[config.mk]
export PLATFORM = sky130hd
export DESIGN_NAME = analog_column_clock_and_ref_ctrl
export DESIGN_NICKNAME = d
export VERILOG_FILES = /design/src/analog_clk_pkg.sv /design/src/column_clk_if.sv /design/src/column_clk_divider.sv /design/src/analog_column_clock_and_ref_ctrl.sv
export SDC_FILE = /design/constraint.sdc
export NUM_CORES = 1
export LEC_CHECK = 0
export BUFFER_PORTS_ARGS = -buffer_cell sky130_fd_sc_hd__buf_2
export CAP_MARGIN = 20
export CORE_UTILIZATION = 40
export CTS_CLUSTER_DIAMETER = 50
export DETAILED_ROUTE_END_ITERATION = 10
export PLACE_DENSITY = 0.62
export SYNTH_ARGS = -nofsm -noshare
export SYNTH_HDL_FRONTEND = slang
export SYNTH_SLANG_ARGS = --single-unit
[constraint.sdc]
create_clock -name i_clk_sys -period 3.6 [get_ports i_clk_sys]
set_input_delay 0.54 -clock i_clk_sys [delete_from_list [all_inputs] [get_ports i_clk_sys]]
set_output_delay 0.54 -clock i_clk_sys [all_outputs]
set_load 0.01 [all_outputs]
[src/analog_clk_pkg.sv]
// Shared constants for the analog column clock and reference control block.
// Assumes a 32-bit AXI4-Lite register bus with byte addressing and a
// single 100 MHz system clock.
package analog_clk_pkg;

  // ---------------------------------------------------------------------------
  // Bus geometry
  // ---------------------------------------------------------------------------
  localparam int unsigned ADDR_W   = 12;       // Register bus address width
  localparam int unsigned DATA_W   = 32;       // Register bus data width
  localparam int unsigned REG_W    = 8;        // Width of every byte register

  // ---------------------------------------------------------------------------
  // Register indexes (as printed) and byte addresses (four times the index)
  // ---------------------------------------------------------------------------
  localparam logic [ADDR_W-1:0] COLUMN_CLOCK_SELECT_IDX      = 12'h060;
  localparam logic [ADDR_W-1:0] ROUTED_CLOCK_SELECT_IDX      = 12'h061;
  localparam logic [ADDR_W-1:0] ANALOG_REFERENCE_CONTROL_IDX = 12'h063;
  localparam logic [ADDR_W-1:0] CLOCK_STATUS_IDX             = 12'h064;
  localparam logic [ADDR_W-1:0] COLUMN_CLOCK_SELECT_ADDR      = {COLUMN_CLOCK_SELECT_IDX[ADDR_W-3:0], 2'h0};
  localparam logic [ADDR_W-1:0] ROUTED_CLOCK_SELECT_ADDR      = {ROUTED_CLOCK_SELECT_IDX[ADDR_W-3:0], 2'h0};
  localparam logic [ADDR_W-1:0] ANALOG_REFERENCE_CONTROL_ADDR = {ANALOG_REFERENCE_CONTROL_IDX[ADDR_W-3:0], 2'h0};
  localparam logic [ADDR_W-1:0] CLOCK_STATUS_ADDR             = {CLOCK_STATUS_IDX[ADDR_W-3:0], 2'h0};

  // ---------------------------------------------------------------------------
  // Reset values
  // ---------------------------------------------------------------------------
  localparam logic [REG_W-1:0] COLUMN_CLOCK_SELECT_RST      = 8'h00;
  localparam logic [REG_W-1:0] ROUTED_CLOCK_SELECT_RST      = 8'h00;
  localparam logic [REG_W-1:0] ANALOG_REFERENCE_CONTROL_RST = 8'h00;

  // ---------------------------------------------------------------------------
  // Field positions
  // ---------------------------------------------------------------------------
  localparam int unsigned COL_SEL_W          = 2;  // Bits per column source field
  localparam int unsigned ROUTED_SEL_W       = 3;  // Bits per routed clock field
  localparam int unsigned ROUTED_FIRST_LSB   = 0;  // First routed clock select [2:0]
  localparam int unsigned ROUTED_SECOND_LSB  = 3;  // Second routed clock select [5:3]
  localparam int unsigned SAMPLE_HOLD_BIT    = 6;  // Sample-and-hold disable
  localparam int unsigned POWER_LSB          = 0;  // Array power code [2:0]
  localparam int unsigned REF_CFG_LSB        = 3;  // Reference configuration [5:3]
  localparam int unsigned HIGH_BIAS_BIT      = 6;  // Bias level select
  localparam int unsigned BANDGAP_TEST_BIT   = 7;  // Factory bandgap test
  localparam int unsigned STATUS_ROUTED_LSB  = 4;  // Routed clock levels in status

  // ---------------------------------------------------------------------------
  // Column source encodings and array sizes
  // ---------------------------------------------------------------------------
  localparam logic [1:0] SRC_SYSTEM_FIRST  = 2'h0;
  localparam logic [1:0] SRC_SYSTEM_SECOND = 2'h1;
  localparam logic [1:0] SRC_ROUTED_FIRST  = 2'h2;
  localparam logic [1:0] SRC_ROUTED_SECOND = 2'h3;
  localparam int unsigned NUM_COLUMNS      = 4;  // Analog columns
  localparam int unsigned NUM_DIG_BLOCKS   = 8;  // Digital peripheral blocks
  localparam int unsigned DIV_CNT_W        = 2;  // Divide by four counter
  localparam int unsigned SYNC_STAGES      = 2;  // Synchroniser depth

  // ---------------------------------------------------------------------------
  // Bus responses
  // ---------------------------------------------------------------------------
  localparam logic [1:0] RESP_OKAY   = 2'h0;
  localparam logic [1:0] RESP_SLVERR = 2'h2;

endpackage : analog_clk_pkg

[src/column_clk_if.sv]
// Carries one column's source clocks, select code and divided clock.
// Assumes both ends sit on the same system clock.
`timescale 1ns/1ns
interface column_clk_if;
  logic [3:0] src_levels;   // Synchronised sources, index = select code
  logic [1:0] src_select;   // Column source select field
  logic       div_clk;      // Divided column clock (registered)

  modport ctrl (output src_levels, output src_select, input div_clk);
  modport div  (input src_levels, input src_select, output div_clk);
endinterface : column_clk_if

[src/column_clk_divider.sv]
// Divide-by-four stage for one analog column.
// Assumes its source levels are already synchronised to i_clk_sys.
`timescale 1ns/1ns
module column_clk_divider #(
  parameter int unsigned CNT_W = analog_clk_pkg::DIV_CNT_W
) (
  input  wire logic i_clk_sys,
  input  wire logic i_rst_n,
  column_clk_if.div col
);

  // ---------------------------------------------------------------------------
  // Source selection and edge detect
  // ---------------------------------------------------------------------------
  logic             chosen;     // Currently selected source level
  logic             chosen_d;   // Previous sample for edge detection
  logic [CNT_W-1:0] div_cnt;    // Free-running quarter counter

  // Pick one of four sources by the 2-bit code
  always_comb begin
    chosen = col.src_levels[col.src_select];
  end

  // Remember last level of the chosen source
  always_ff @(posedge i_clk_sys or negedge i_rst_n) begin
    if (!i_rst_n) begin
      chosen_d <= 1'b0;
    end else begin
      chosen_d <= chosen;
    end
  end

  // ---------------------------------------------------------------------------
  // Counter: top bit is a 50 percent clock at a quarter of the source
  // ---------------------------------------------------------------------------
  always_ff @(posedge i_clk_sys or negedge i_rst_n) begin
    if (!i_rst_n) begin
      div_cnt <= '0;
    end else if (chosen && !chosen_d) begin
      div_cnt <= div_cnt + CNT_W'(1);
    end
  end

  // Registered output so the column clock comes from a flip-flop
  always_ff @(posedge i_clk_sys or negedge i_rst_n) begin
    if (!i_rst_n) begin
      col.div_clk <= 1'b0;
    end else begin
      col.div_clk <= div_cnt[CNT_W-1];
    end
  end

endmodule : column_clk_divider

[src/analog_column_clock_and_ref_ctrl.sv]
// Analog column clock routing and reference/bias/power control registers.
// Assumes an AXI4-Lite master on i_clk_sys and clock sources that are
// asynchronous levels, sampled here and rebuilt as divided column clocks.
//
// Implementation choice: the AXI4-Lite register port.
`timescale 1ns/1ns
module analog_column_clock_and_ref_ctrl #(
  parameter int unsigned NUM_COLUMNS    = analog_clk_pkg::NUM_COLUMNS,
  parameter int unsigned NUM_DIG_BLOCKS = analog_clk_pkg::NUM_DIG_BLOCKS
) (
  input  wire logic                               i_clk_sys,
  input  wire logic                               i_rst_n,
  // AXI4-Lite write address channel
  input  wire logic [analog_clk_pkg::ADDR_W-1:0]  i_s_axi_awaddr,
  input  wire logic [2:0]                         i_s_axi_awprot,
  input  wire logic                               i_s_axi_awvalid,
  output      logic                               o_s_axi_awready,
  // AXI4-Lite write data channel
  input  wire logic [analog_clk_pkg::DATA_W-1:0]  i_s_axi_wdata,
  input  wire logic [3:0]                         i_s_axi_wstrb,
  input  wire logic                               i_s_axi_wvalid,
  output      logic                               o_s_axi_wready,
  // AXI4-Lite write response channel
  output      logic [1:0]                         o_s_axi_bresp,
  output      logic                               o_s_axi_bvalid,
  input  wire logic                               i_s_axi_bready,
  // AXI4-Lite read address channel
  input  wire logic [analog_clk_pkg::ADDR_W-1:0]  i_s_axi_araddr,
  input  wire logic [2:0]                         i_s_axi_arprot,
  input  wire logic                               i_s_axi_arvalid,
  output      logic                               o_s_axi_arready,
  // AXI4-Lite read data channel
  output      logic [analog_clk_pkg::DATA_W-1:0]  o_s_axi_rdata,
  output      logic [1:0]                         o_s_axi_rresp,
  output      logic                               o_s_axi_rvalid,
  input  wire logic                               i_s_axi_rready,
  // Clock sources (asynchronous to i_clk_sys)
  input  wire logic                               i_system_clk_first,
  input  wire logic                               i_system_clk_second,
  input  wire logic [NUM_DIG_BLOCKS-1:0]          i_digital_block_clk,
  // Clock outputs
  output      logic                               o_routed_clk_first,
  output      logic                               o_routed_clk_second,
  output      logic [NUM_COLUMNS-1:0]             o_column_clk,
  // Analog array controls
  output      logic                               o_high_bias_row_first,
  output      logic                               o_high_bias_rows_rest,
  output      logic [2:0]                         o_reference_config_code,
  output      logic                               o_reference_config_reserved,
  output      logic                               o_all_analog_off,
  output      logic                               o_switched_cap_blocks_on,
  output      logic [1:0]                         o_level_buffer_drive,
  output      logic                               o_bandgap_test_bit,
  output      logic                               o_sample_hold_disable
);

  // ---------------------------------------------------------------------------
  // Declarations
  // ---------------------------------------------------------------------------
  localparam int unsigned SRC_N = NUM_DIG_BLOCKS + 2;  // All sampled sources

  logic [7:0]                        column_clock_select;       // Column source fields
  logic [7:0]                        routed_clock_select;       // Routed clock fields
  logic [7:0]                        analog_reference_control;  // Ref/bias/power
  logic [SRC_N-1:0]                  src_meta;                  // First sync stage
  logic [SRC_N-1:0]                  src_sync;                  // Second sync stage
  logic [analog_clk_pkg::ADDR_W-1:0] wr_addr;                   // Held write address
  logic [7:0]                        wr_data;                   // Held write byte
  logic                              wr_lane0;                  // Held byte-lane 0 strobe
  logic                              aw_held;                   // Write address captured
  logic                              w_held;                    // Write data captured
  logic                              do_write;                  // Both halves present
  logic                              wr_hit;                    // Write targets a mapped register
  logic [7:0]                        next_rdata;                // Read mux output
  logic                              next_rd_hit;               // Read address mapped
  logic [7:0]                        clock_status;              // Live clock levels
  logic [2:0]                        power_code;                // Array power field

  // ---------------------------------------------------------------------------
  // Two-stage synchroniser on every clock source
  // ---------------------------------------------------------------------------
  // Stage one feeds stage two only
  always_ff @(posedge i_clk_sys or negedge i_rst_n) begin
    if (!i_rst_n) begin
      src_meta <= '0;
      src_sync <= '0;
    end else begin
      src_meta <= {i_system_clk_second, i_system_clk_first, i_digital_block_clk};
      src_sync <= src_meta;
    end
  end

  // ---------------------------------------------------------------------------
  // Routed clocks: any of the eight digital blocks
  // ---------------------------------------------------------------------------
  // Index 0..3 are basic blocks, 4..7 communication blocks
  always_ff @(posedge i_clk_sys or negedge i_rst_n) begin
    if (!i_rst_n) begin
      o_routed_clk_first  <= 1'b0;
      o_routed_clk_second <= 1'b0;
    end else begin
      o_routed_clk_first  <= src_sync[routed_clock_select[analog_clk_pkg::ROUTED_FIRST_LSB +: 3]];
      o_routed_clk_second <= src_sync[routed_clock_select[analog_clk_pkg::ROUTED_SECOND_LSB +: 3]];
    end
  end

  // ---------------------------------------------------------------------------
  // Column clocks: one divider per column, shared by every block in it
  // ---------------------------------------------------------------------------
  for (genvar c = 0; c < NUM_COLUMNS; c++) begin : g_column
    column_clk_if col_if ();

    // Source vector ordered by select code
    assign col_if.src_levels = {o_routed_clk_second, o_routed_clk_first,
                                src_sync[NUM_DIG_BLOCKS+1], src_sync[NUM_DIG_BLOCKS]};
    // Field c occupies bits 2c+1:2c
    assign col_if.src_select = column_clock_select[c*2 +: 2];

    column_clk_divider #(
      .CNT_W (analog_clk_pkg::DIV_CNT_W)
    ) u_div (
      .i_clk_sys (i_clk_sys),
      .i_rst_n   (i_rst_n),
      .col       (col_if.div)
    );

    // Single clock for the whole column, no per-block choice
    assign o_column_clk[c] = col_if.div_clk;
  end

  // ---------------------------------------------------------------------------
  // Analog array controls, registered from the reference control register; sample-and-hold disable from the routed clock select register
  // ---------------------------------------------------------------------------
  assign power_code = analog_reference_control[analog_clk_pkg::POWER_LSB +: 3];

  // Bias: one line for row one, one line shared by rows two and three
  always_ff @(posedge i_clk_sys or negedge i_rst_n) begin
    if (!i_rst_n) begin
      o_high_bias_row_first <= 1'b0;
      o_high_bias_rows_rest <= 1'b0;
    end else begin
      o_high_bias_row_first <= analog_reference_control[analog_clk_pkg::HIGH_BIAS_BIT];
      o_high_bias_rows_rest <= analog_reference_control[analog_clk_pkg::HIGH_BIAS_BIT];
    end
  end

  // Reference configuration code and reserved-code flag
  always_ff @(posedge i_clk_sys or negedge i_rst_n) begin
    if (!i_rst_n) begin
      o_reference_config_code     <= 3'h0;
      o_reference_config_reserved <= 1'b0;
    end else begin
      o_reference_config_code     <= analog_reference_control[analog_clk_pkg::REF_CFG_LSB +: 3];
      // Codes 6 and 7 have no defined reference
      o_reference_config_reserved <= analog_reference_control[analog_clk_pkg::REF_CFG_LSB + 2] &
                                     analog_reference_control[analog_clk_pkg::REF_CFG_LSB + 1];
    end
  end

  // Power decode: code 0 all off, bit 2 enables SC blocks, low bits give drive
  always_ff @(posedge i_clk_sys or negedge i_rst_n) begin
    if (!i_rst_n) begin
      o_all_analog_off         <= 1'b1;
      o_switched_cap_blocks_on <= 1'b0;
      o_level_buffer_drive     <= 2'h0;
    end else begin
      o_all_analog_off         <= (power_code == 3'h0);
      o_switched_cap_blocks_on <= power_code[2];
      o_level_buffer_drive     <= power_code[1:0];
    end
  end

  // Factory test bit and sample-and-hold flag are passed through as stored
  always_ff @(posedge i_clk_sys or negedge i_rst_n) begin
    if (!i_rst_n) begin
      o_bandgap_test_bit    <= 1'b0;
      o_sample_hold_disable <= 1'b0;
    end else begin
      // Relies on software keeping this bit at zero
      o_bandgap_test_bit    <= analog_reference_control[analog_clk_pkg::BANDGAP_TEST_BIT];
      o_sample_hold_disable <= routed_clock_select[analog_clk_pkg::SAMPLE_HOLD_BIT];
    end
  end

  // ---------------------------------------------------------------------------
  // AXI4-Lite write path
  // ---------------------------------------------------------------------------
  assign do_write = aw_held && w_held && !o_s_axi_bvalid;
  assign wr_hit   = (wr_addr == analog_clk_pkg::COLUMN_CLOCK_SELECT_ADDR) ||
                    (wr_addr == analog_clk_pkg::ROUTED_CLOCK_SELECT_ADDR) ||
                    (wr_addr == analog_clk_pkg::ANALOG_REFERENCE_CONTROL_ADDR) ||
                    (wr_addr == analog_clk_pkg::CLOCK_STATUS_ADDR);

  // Address channel: take once, hold until the response is accepted
  always_ff @(posedge i_clk_sys or negedge i_rst_n) begin
    if (!i_rst_n) begin
      o_s_axi_awready <= 1'b1;
      aw_held         <= 1'b0;
      wr_addr         <= '0;
    end else if (o_s_axi_awvalid_take()) begin
      o_s_axi_awready <= 1'b0;
      aw_held         <= 1'b1;
      wr_addr         <= {i_s_axi_awaddr[analog_clk_pkg::ADDR_W-1:2], 2'h0};
    end else if (do_write) begin
      aw_held         <= 1'b0;
    end else if (o_s_axi_bvalid && i_s_axi_bready) begin
      o_s_axi_awready <= 1'b1;
    end
  end

  // Handshake helper for the address channel
  function automatic logic o_s_axi_awvalid_take();
    return i_s_axi_awvalid && o_s_axi_awready;
  endfunction : o_s_axi_awvalid_take

  // Data channel: take once, hold until the response is accepted
  always_ff @(posedge i_clk_sys or negedge i_rst_n) begin
    if (!i_rst_n) begin
      o_s_axi_wready <= 1'b1;
      w_held         <= 1'b0;
      wr_data        <= 8'h00;
      wr_lane0       <= 1'b0;
    end else if (i_s_axi_wvalid && o_s_axi_wready) begin
      o_s_axi_wready <= 1'b0;
      w_held         <= 1'b1;
      wr_data        <= i_s_axi_wdata[7:0];
      wr_lane0       <= i_s_axi_wstrb[0];
    end else if (do_write) begin
      w_held         <= 1'b0;
    end else if (o_s_axi_bvalid && i_s_axi_bready) begin
      o_s_axi_wready <= 1'b1;
    end
  end

  // Response: OKAY for mapped, SLVERR for unmapped
  always_ff @(posedge i_clk_sys or negedge i_rst_n) begin
    if (!i_rst_n) begin
      o_s_axi_bvalid <= 1'b0;
      o_s_axi_bresp  <= analog_clk_pkg::RESP_OKAY;
    end else if (do_write) begin
      o_s_axi_bvalid <= 1'b1;
      o_s_axi_bresp  <= wr_hit ? analog_clk_pkg::RESP_OKAY : analog_clk_pkg::RESP_SLVERR;
    end else if (i_s_axi_bready) begin
      o_s_axi_bvalid <= 1'b0;
    end
  end

  // ---------------------------------------------------------------------------
  // Register storage; lane 0 only, upper lanes ignored
  // ---------------------------------------------------------------------------
  // Column clock select register
  always_ff @(posedge i_clk_sys or negedge i_rst_n) begin
    if (!i_rst_n) begin
      column_clock_select <= analog_clk_pkg::COLUMN_CLOCK_SELECT_RST;
    end else if (do_write && wr_lane0 && wr_addr == analog_clk_pkg::COLUMN_CLOCK_SELECT_ADDR) begin
      column_clock_select <= wr_data;
    end
  end

  // Routed clock select register
  always_ff @(posedge i_clk_sys or negedge i_rst_n) begin
    if (!i_rst_n) begin
      routed_clock_select <= analog_clk_pkg::ROUTED_CLOCK_SELECT_RST;
    end else if (do_write && wr_lane0 && wr_addr == analog_clk_pkg::ROUTED_CLOCK_SELECT_ADDR) begin
      routed_clock_select <= wr_data;
    end
  end

  // Reference control register
  always_ff @(posedge i_clk_sys or negedge i_rst_n) begin
    if (!i_rst_n) begin
      analog_reference_control <= analog_clk_pkg::ANALOG_REFERENCE_CONTROL_RST;
    end else if (do_write && wr_lane0 && wr_addr == analog_clk_pkg::ANALOG_REFERENCE_CONTROL_ADDR) begin
      analog_reference_control <= wr_data;
    end
  end

  // ---------------------------------------------------------------------------
  // AXI4-Lite read path
  // ---------------------------------------------------------------------------
  // Status: column clocks low, routed clocks above, rest zero
  assign clock_status = {2'h0, o_routed_clk_second, o_routed_clk_first, o_column_clk[3:0]};

  // Read data mux
  always_comb begin
    next_rdata  = 8'h00;
    next_rd_hit = 1'b1;
    case ({i_s_axi_araddr[analog_clk_pkg::ADDR_W-1:2], 2'h0})
      analog_clk_pkg::COLUMN_CLOCK_SELECT_ADDR:      next_rdata = column_clock_select;
      analog_clk_pkg::ROUTED_CLOCK_SELECT_ADDR:      next_rdata = routed_clock_select;
      analog_clk_pkg::ANALOG_REFERENCE_CONTROL_ADDR: next_rdata = analog_reference_control;
      analog_clk_pkg::CLOCK_STATUS_ADDR:             next_rdata = clock_status;
      default:                                       next_rd_hit = 1'b0;
    endcase
  end

  // Address taken, data presented next cycle, held until accepted
  always_ff @(posedge i_clk_sys or negedge i_rst_n) begin
    if (!i_rst_n) begin
      o_s_axi_arready <= 1'b1;
      o_s_axi_rvalid  <= 1'b0;
      o_s_axi_rdata   <= '0;
      o_s_axi_rresp   <= analog_clk_pkg::RESP_OKAY;
    end else if (i_s_axi_arvalid && o_s_axi_arready) begin
      o_s_axi_arready <= 1'b0;
      o_s_axi_rvalid  <= 1'b1;
      o_s_axi_rdata   <= {24'h000000, next_rdata};
      o_s_axi_rresp   <= next_rd_hit ? analog_clk_pkg::RESP_OKAY : analog_clk_pkg::RESP_SLVERR;
    end else if (o_s_axi_rvalid && i_s_axi_rready) begin
      o_s_axi_arready <= 1'b1;
      o_s_axi_rvalid  <= 1'b0;
    end
  end

endmodule : analog_column_clock_and_ref_ctrl

---- Word-level counts from Yosys, hierarchy flattened ----
Cells that the tools add are included.
word-level totals
  register bits ........................... 111
  bits of input ports ..................... 83
  output and inout bits ................... 59
  logic and storage cells ................. 123
operators by class
  add/sub/neg operators ................... 4
  order comparisons ....................... 6
  equal/unequal tests ..................... 10
  muxes and demuxes ....................... 29
  bitwise gates (word level) .............. 1
  reduce and logical (&&, ||, !) cells .... 33
operators by type and width
  kind                                                                          number
  10-bit by 7-bit equality test with 1-bit output, second input constant        8
  8-bit case mux with 4 select lines                                            1
  1-bit 2-to-1 mux                                                              20
  1-bit logical AND                                                             15
  2-bit by 3-bit less-than comparator with 1-bit output, second input constant  4
  2-bit nonzero test                                                            6
  3-bit by 5-bit less-than comparator with 1-bit output, second input constant  2
  2-bit by 1-bit adder with 2-bit output, second input constant                 4
  1-bit binary-select mux with 2-bit select                                     4
  1-bit binary-select mux with 3-bit select                                     2
  1-bit zero test                                                               5
  2-bit 2-to-1 mux                                                              2
  2-bit by 1-bit != test with 1-bit output, second input constant               2
  2-bit AND reduction                                                           2
  4-bit OR reduction                                                            1
  3-bit zero test                                                               1
  1-bit logical OR                                                              3
  1-bit AND                                                                     1

---- Depth between registers and ports, before layout ----
  word-level depth ........................ 5
  mapped depth ............................ 5
  depth with buffers taken out ............ 4

---- By module ----
Synthesis repeated with hierarchy kept, for this count alone.
second synthesis, totals
  cell total of the unflattened synthesis .. 321
  area, all modules ....................... 4598.2 µm²
modules (own cells, without submodules)
  module                            times used  cells an instance  area each (µm²)  sequential area each (µm²)
  analog_column_clock_and_ref_ctrl  1           257                3757.4           2332.2
  column_clk_divider                4           16                 210.2            100.1

---- Worst setup path before layout ----
OpenSTA, ideal clock, no wires.
  path type ............................... input-to-reg
  start ................................... input port i_s_axi_araddr[4] (netlist bit)
  end ..................................... register o_s_axi_rdata[0] (netlist bit)
  setup time .............................. 83 ps
  arrival ................................. 1802 ps
  data required time ...................... 3517 ps
  slack ................................... 1715 ps
  stages on the path ...................... 5
  buffers on the path ..................... 1
  path through ............................ clkbuf_1 or3b_1 nor4_1 a22oi_1 o21ai_0
between the ends
  word-level cells in the longest chain between the ends .. 2
  elaborated cells between the ends (all ways) .. 5
  those cells by class .................... eq/ne (4); mux (1)
ends and longest elaborated chain
  what                                             RTL line                                 RTL
  start: declaration                               analog_column_clock_and_ref_ctrl.sv:28   input wire logic [analog_clk_pkg::ADDR_W-1:0] i_s_axi_araddr,
  10-bit by 7-bit equality test with 1-bit output  analog_column_clock_and_ref_ctrl.sv:288  case ({i_s_axi_araddr[analog_clk_pkg::ADDR_W-1:2], 2'h0})
  8-bit case mux with 4 select lines *             analog_column_clock_and_ref_ctrl.sv:288
  end signal: assignment                           analog_column_clock_and_ref_ctrl.sv:307  o_s_axi_rdata <= {24'h000000, next_rdata};
  end: declaration                                 analog_column_clock_and_ref_ctrl.sv:33   output logic [analog_clk_pkg::DATA_W-1:0] o_s_axi_rdata,
Mark *: on every way between the ends. The rest lies on a longest branch, timed or not.
A chain may end at the register's enable or synchronous reset.

---- Worst setup path after layout ----
  start ................................... register o_s_axi_bvalid
  end ..................................... register analog_reference_control[1]
between the ends
  word-level cells in the longest chain between the ends .. 4
ends and longest elaborated chain
  what                             RTL line                                 RTL
  start: declaration               analog_column_clock_and_ref_ctrl.sv:25   output logic o_s_axi_bvalid,
  start signal: assignment         analog_column_clock_and_ref_ctrl.sv:238  o_s_axi_bvalid <= 1'b0;
  start signal: assignment         analog_column_clock_and_ref_ctrl.sv:241  o_s_axi_bvalid <= 1'b1;
  start signal: assignment         analog_column_clock_and_ref_ctrl.sv:244  o_s_axi_bvalid <= 1'b0;
  1-bit zero test                  analog_column_clock_and_ref_ctrl.sv:188  assign do_write = aw_held && w_held && !o_s_axi_bvalid;
  1-bit logical AND                analog_column_clock_and_ref_ctrl.sv:188
  1-bit logical AND (2 in series)  analog_column_clock_and_ref_ctrl.sv:273  end else if (do_write && wr_lane0 && wr_addr == analog_clk_pkg::ANALOG_REFERENCE_CONTROL_ADDR) begin
  end signal: assignment           analog_column_clock_and_ref_ctrl.sv:272  analog_reference_control <= analog_clk_pkg::ANALOG_REFERENCE_CONTROL_RST;
  end signal: assignment           analog_column_clock_and_ref_ctrl.sv:274  analog_reference_control <= wr_data;
  end: declaration                 analog_column_clock_and_ref_ctrl.sv:64   logic [7:0] analog_reference_control;
Every way passes these cells.

==> results.yml <==
final_layout:
  final_cell_count_no_fill: 529
  layout-drive-gt1-share_pct: 44.0
  antenna-diode-count: 0
  number_of_fill_cells: 992
  area_of_combinational_cells_with_multiple_inputs_um2: 1550
  design.final.nets: 467
  sequential_cell_area_um2: 2730
  syn_to_final_growth_pct: 14.6
global_route:
  grtUsageTotal_pct: 14.8
  global_route.overflow_total: 0
  grt_antenna_before_repair: 0
  grt_first_pass_wirelength_um: 12900
  grt_start_max_net_pins: 110
  first_global_vias: 2583
synth:
  post_synth_inst_count: 304
  cell_taking_the_most_area_after_synthesis: "sky130_fd_sc_hd__dfrtp_1"
  cell_area_after_synthesis_um2: 4460
  yosys_register_bits: 109
  syn_area_per_cell_um2: 14.7
  synth_seq_area_share_pct: 61.2
  synth_cell_type_count: 39
  ys_async_sr_fraction_pct: 100
  postSynth.topFlopCell: "sky130_fd_sc_hd__dfrtp_1"
  post_synth_main_area_contributors: "sky130_fd_sc_hd__dfrtp_1 (59%), sky130_fd_sc_hd__mux2_2 (13%), sky130_fd_sc_hd__buf_4 (5.2%), sky130_fd_sc_hd__mux2_4 (2.7%), sky130_fd_sc_hd__a22oi_1 (2.5%)"
  synth.cells.most_frequent: "sky130_fd_sc_hd__dfrtp_1 (105), sky130_fd_sc_hd__mux2_2 (52), sky130_fd_sc_hd__buf_4 (31)"
  yosys.cell_count.top_type: "sky130_fd_sc_hd__dfrtp_1"
  synth_top_area_share_pct: 58.9
  synth_edf_count: 0
  synthesis.yosys.warnings: 0
job:
  max_cap_violations: 0
setup_path:
  critPathMaxFanout: 8
  crit_required_ns: 3.85
  cp_slowest_cell: "sky130_fd_sc_hd__nor3_2"
  timing.rr.end: "analog_reference_control[1]"
  reg2reg_slack_ns: 1.48
  ff2ff_path_depth: 4
  crit_type: "reg2reg"
  crit_arrival_ns: 2.36
  critical_path_buf_inv_count: 0
  sequence_of_cells_on_the_critical_path: "and3b_1 -> nand3b_1 -> nor3_2 -> mux2_2"
  cpLargestDelayFamily: "simple AND/OR/NAND/NOR gates"
  crit_path_depth: 4
  startpoint_type: "flip-flop"
  reg2reg_from: "o_s_axi_bvalid"
  cp_slowest_stage_delay_ns: 0.65
  endpoint_kind: "flip-flop"
placed_design:
  gpl.final_weighted_congestion: 0.724
  place_inst: 512
  pre_cts_slack_ns: 1.34
  place_hpwl_um: 5570
  port_buffers: 78
sta:
  fin_ws_ns: 1.48
  report.final.setup_viol: 0
  slew_headroom_pct: 50.8
  fmax_mhz: 473
  drv_slew: 0
  tns_ns: 0
  timing.hold.ws_ns: 0.203
  rsz_0062_raised_after_global_routing: "no"
  clock_skew_ns: 0.00807
  final_period_minus_worst_setup_slack_ns: 2.12
  finalHoldViolations: 0
  tightestPinTransition_ns: 0.735
  final.period_utilization_pct: 58.8
power_and_ir_drop:
  leakagePower_uw: 0.00246
  total_power_uw: 2820
  vdd_drop_max_mv: 0.390
  p_per_area_nw_per_um2: 552
run_status:
  status: "finished, final reports clean"
cts:
  holdBufCountCts: 0
  post-cts-setup-buffers: 0
  count_of_h_tree_levels_built_during_cts: 3
  clkSinkCount: 109
  cts.reportedPaths.clkPinSlew_ns: 0.09
  cts_made_buffers: 9
  post_cts_resize_count: 0
  cts_buffer_depth: 2
  root_buffer: "sky130_fd_sc_hd__clkbuf_8"
  tritoncts_clock_tree: "yes"
  worstSkewPairLatency_ns: 0.36
route:
  antenna_left: 0
  route.vias.total: 2543
  drt-vias-per-instance: 4.81
  drt_pass1_iterations: 4
  route.final.wire_length_um: 7750
  drt-wirelength-per-cell_um: 14.6
  remaining_drc_errors: 0
  drt-initial-drc-count: 84
floorplan:
  design.core.area_um2: 10800
  die_w_um: 108
  placement_rows: 38
  initial_core_util_pct: 41.2
  dieHeight_um: 108
  floorplan.die_area_um2: 11600
  io_pins: 142
min_path:
  hp-class: "in2async"
==> per-layer routing <==
layer / wire (um) / global-route usage [%] / share of wire [%] / up-vias
met2: 3760 / 23.9 / 49 / 80
met5: 0 / 0 / 0 / -
met4: 59 / 2.94 / 0.76 / 0
met3: 469 / 5.21 / 6.1 / 6
met1: 3450 / 19.2 / 45 / 1280
li1: - / - / - / 1177
==> how the worst max path moves through the flow <==
| stage | from | end |
|---|---|---|
| finish | o_s_axi_bvalid | analog_reference_control[1] |
| detailed placement | i_s_axi_araddr[4] | o_s_axi_rdata[2] |
| global placement | i_s_axi_araddr[4] | o_s_axi_rdata[3] |
| floorplan | i_s_axi_araddr[4] | o_s_axi_rdata[0] |
| CTS | o_s_axi_arready | o_s_axi_rdata[5] |
| global route | o_s_axi_bvalid | analog_reference_control[1] |
==> per-stage QoR <==
step	area (um2)	utilization, %
CTS	5110	47.1
global placement	4890	45.1
detailed placement	4890	45.1
global route	5110	47.2
finish	5110	47.2
floorplan	4560	-
==> layout by cell type, fill, tap and decap left out, drive strengths merged, types with 2 or more instances in the layout <==
master	n
mux2	60
conb	26
nand3b	2
dfstp	4
dfrtp	105
inv	5
buf	80
o21ai	11
clkbuf	11
nand3	3
mux4	5
nor2b	6
nor2	6
a22oi	15
nor3	2
nand2b	4
xnor2	8
nor4	3
clkinv	2
a22o	2
mux2i	6
nand2	9
bufinv	2
==> area by class of cell <==
type / instances / share of cell area (%)
timing repair buffer: 80 / 8.17
sequential: 109 / 53.4
clock buffer: 11 / 2.76
clock inverter: 5 / 1.61
inverter: 4 / 0.294
tap: 140 / 3.42
multi-input combinational: 180 / 30.3
==> worst register-to-register path, delay by kind of cell (launching register included) <==
family / cells / cell delay (ns)
AND/OR/NAND/NOR: 3 / 1.16
multiplexers: 1 / 0.41
flip-flops: 1 / 0.44
==> report_power, final <==
| group | switching [uW] | internal (uW) |
|---|---|---|
| clock network | 389 | 414 |
| registers | 174 | 1440 |
| logic | 173 | 233 |
| total | 736 | 2090 |
==> registers in the layout, indices dropped and copies added, names as in the netlist, 2 cells and up <==
register                    flops
g_column.u_div.div_cnt          8
o_level_buffer_drive            2
wr_data                         8
analog_reference_control        8
o_reference_config_code         3
src_sync                       10
o_s_axi_rdata                   8
src_meta                       10
g_column.u_div.col.div_clk      4
wr_addr                        10
g_column.u_div.chosen_d         4
column_clock_select             8
routed_clock_select             8
==> cells by family after synthesis <==
kind of cell / Yosys count / synth area share, %
buffers and inverters: 40 / 6.17
XOR/XNOR: 8 / 1.57
other: 1 / 0.0840
AO/OA/AOI/OAI: 32 / 4.90
multiplexers: 71 / 19.7
AND/OR/NAND/NOR: 43 / 6.39
flip-flops: 109 / 61.2
Note: power is estimated with default switching activity, not from simulation.
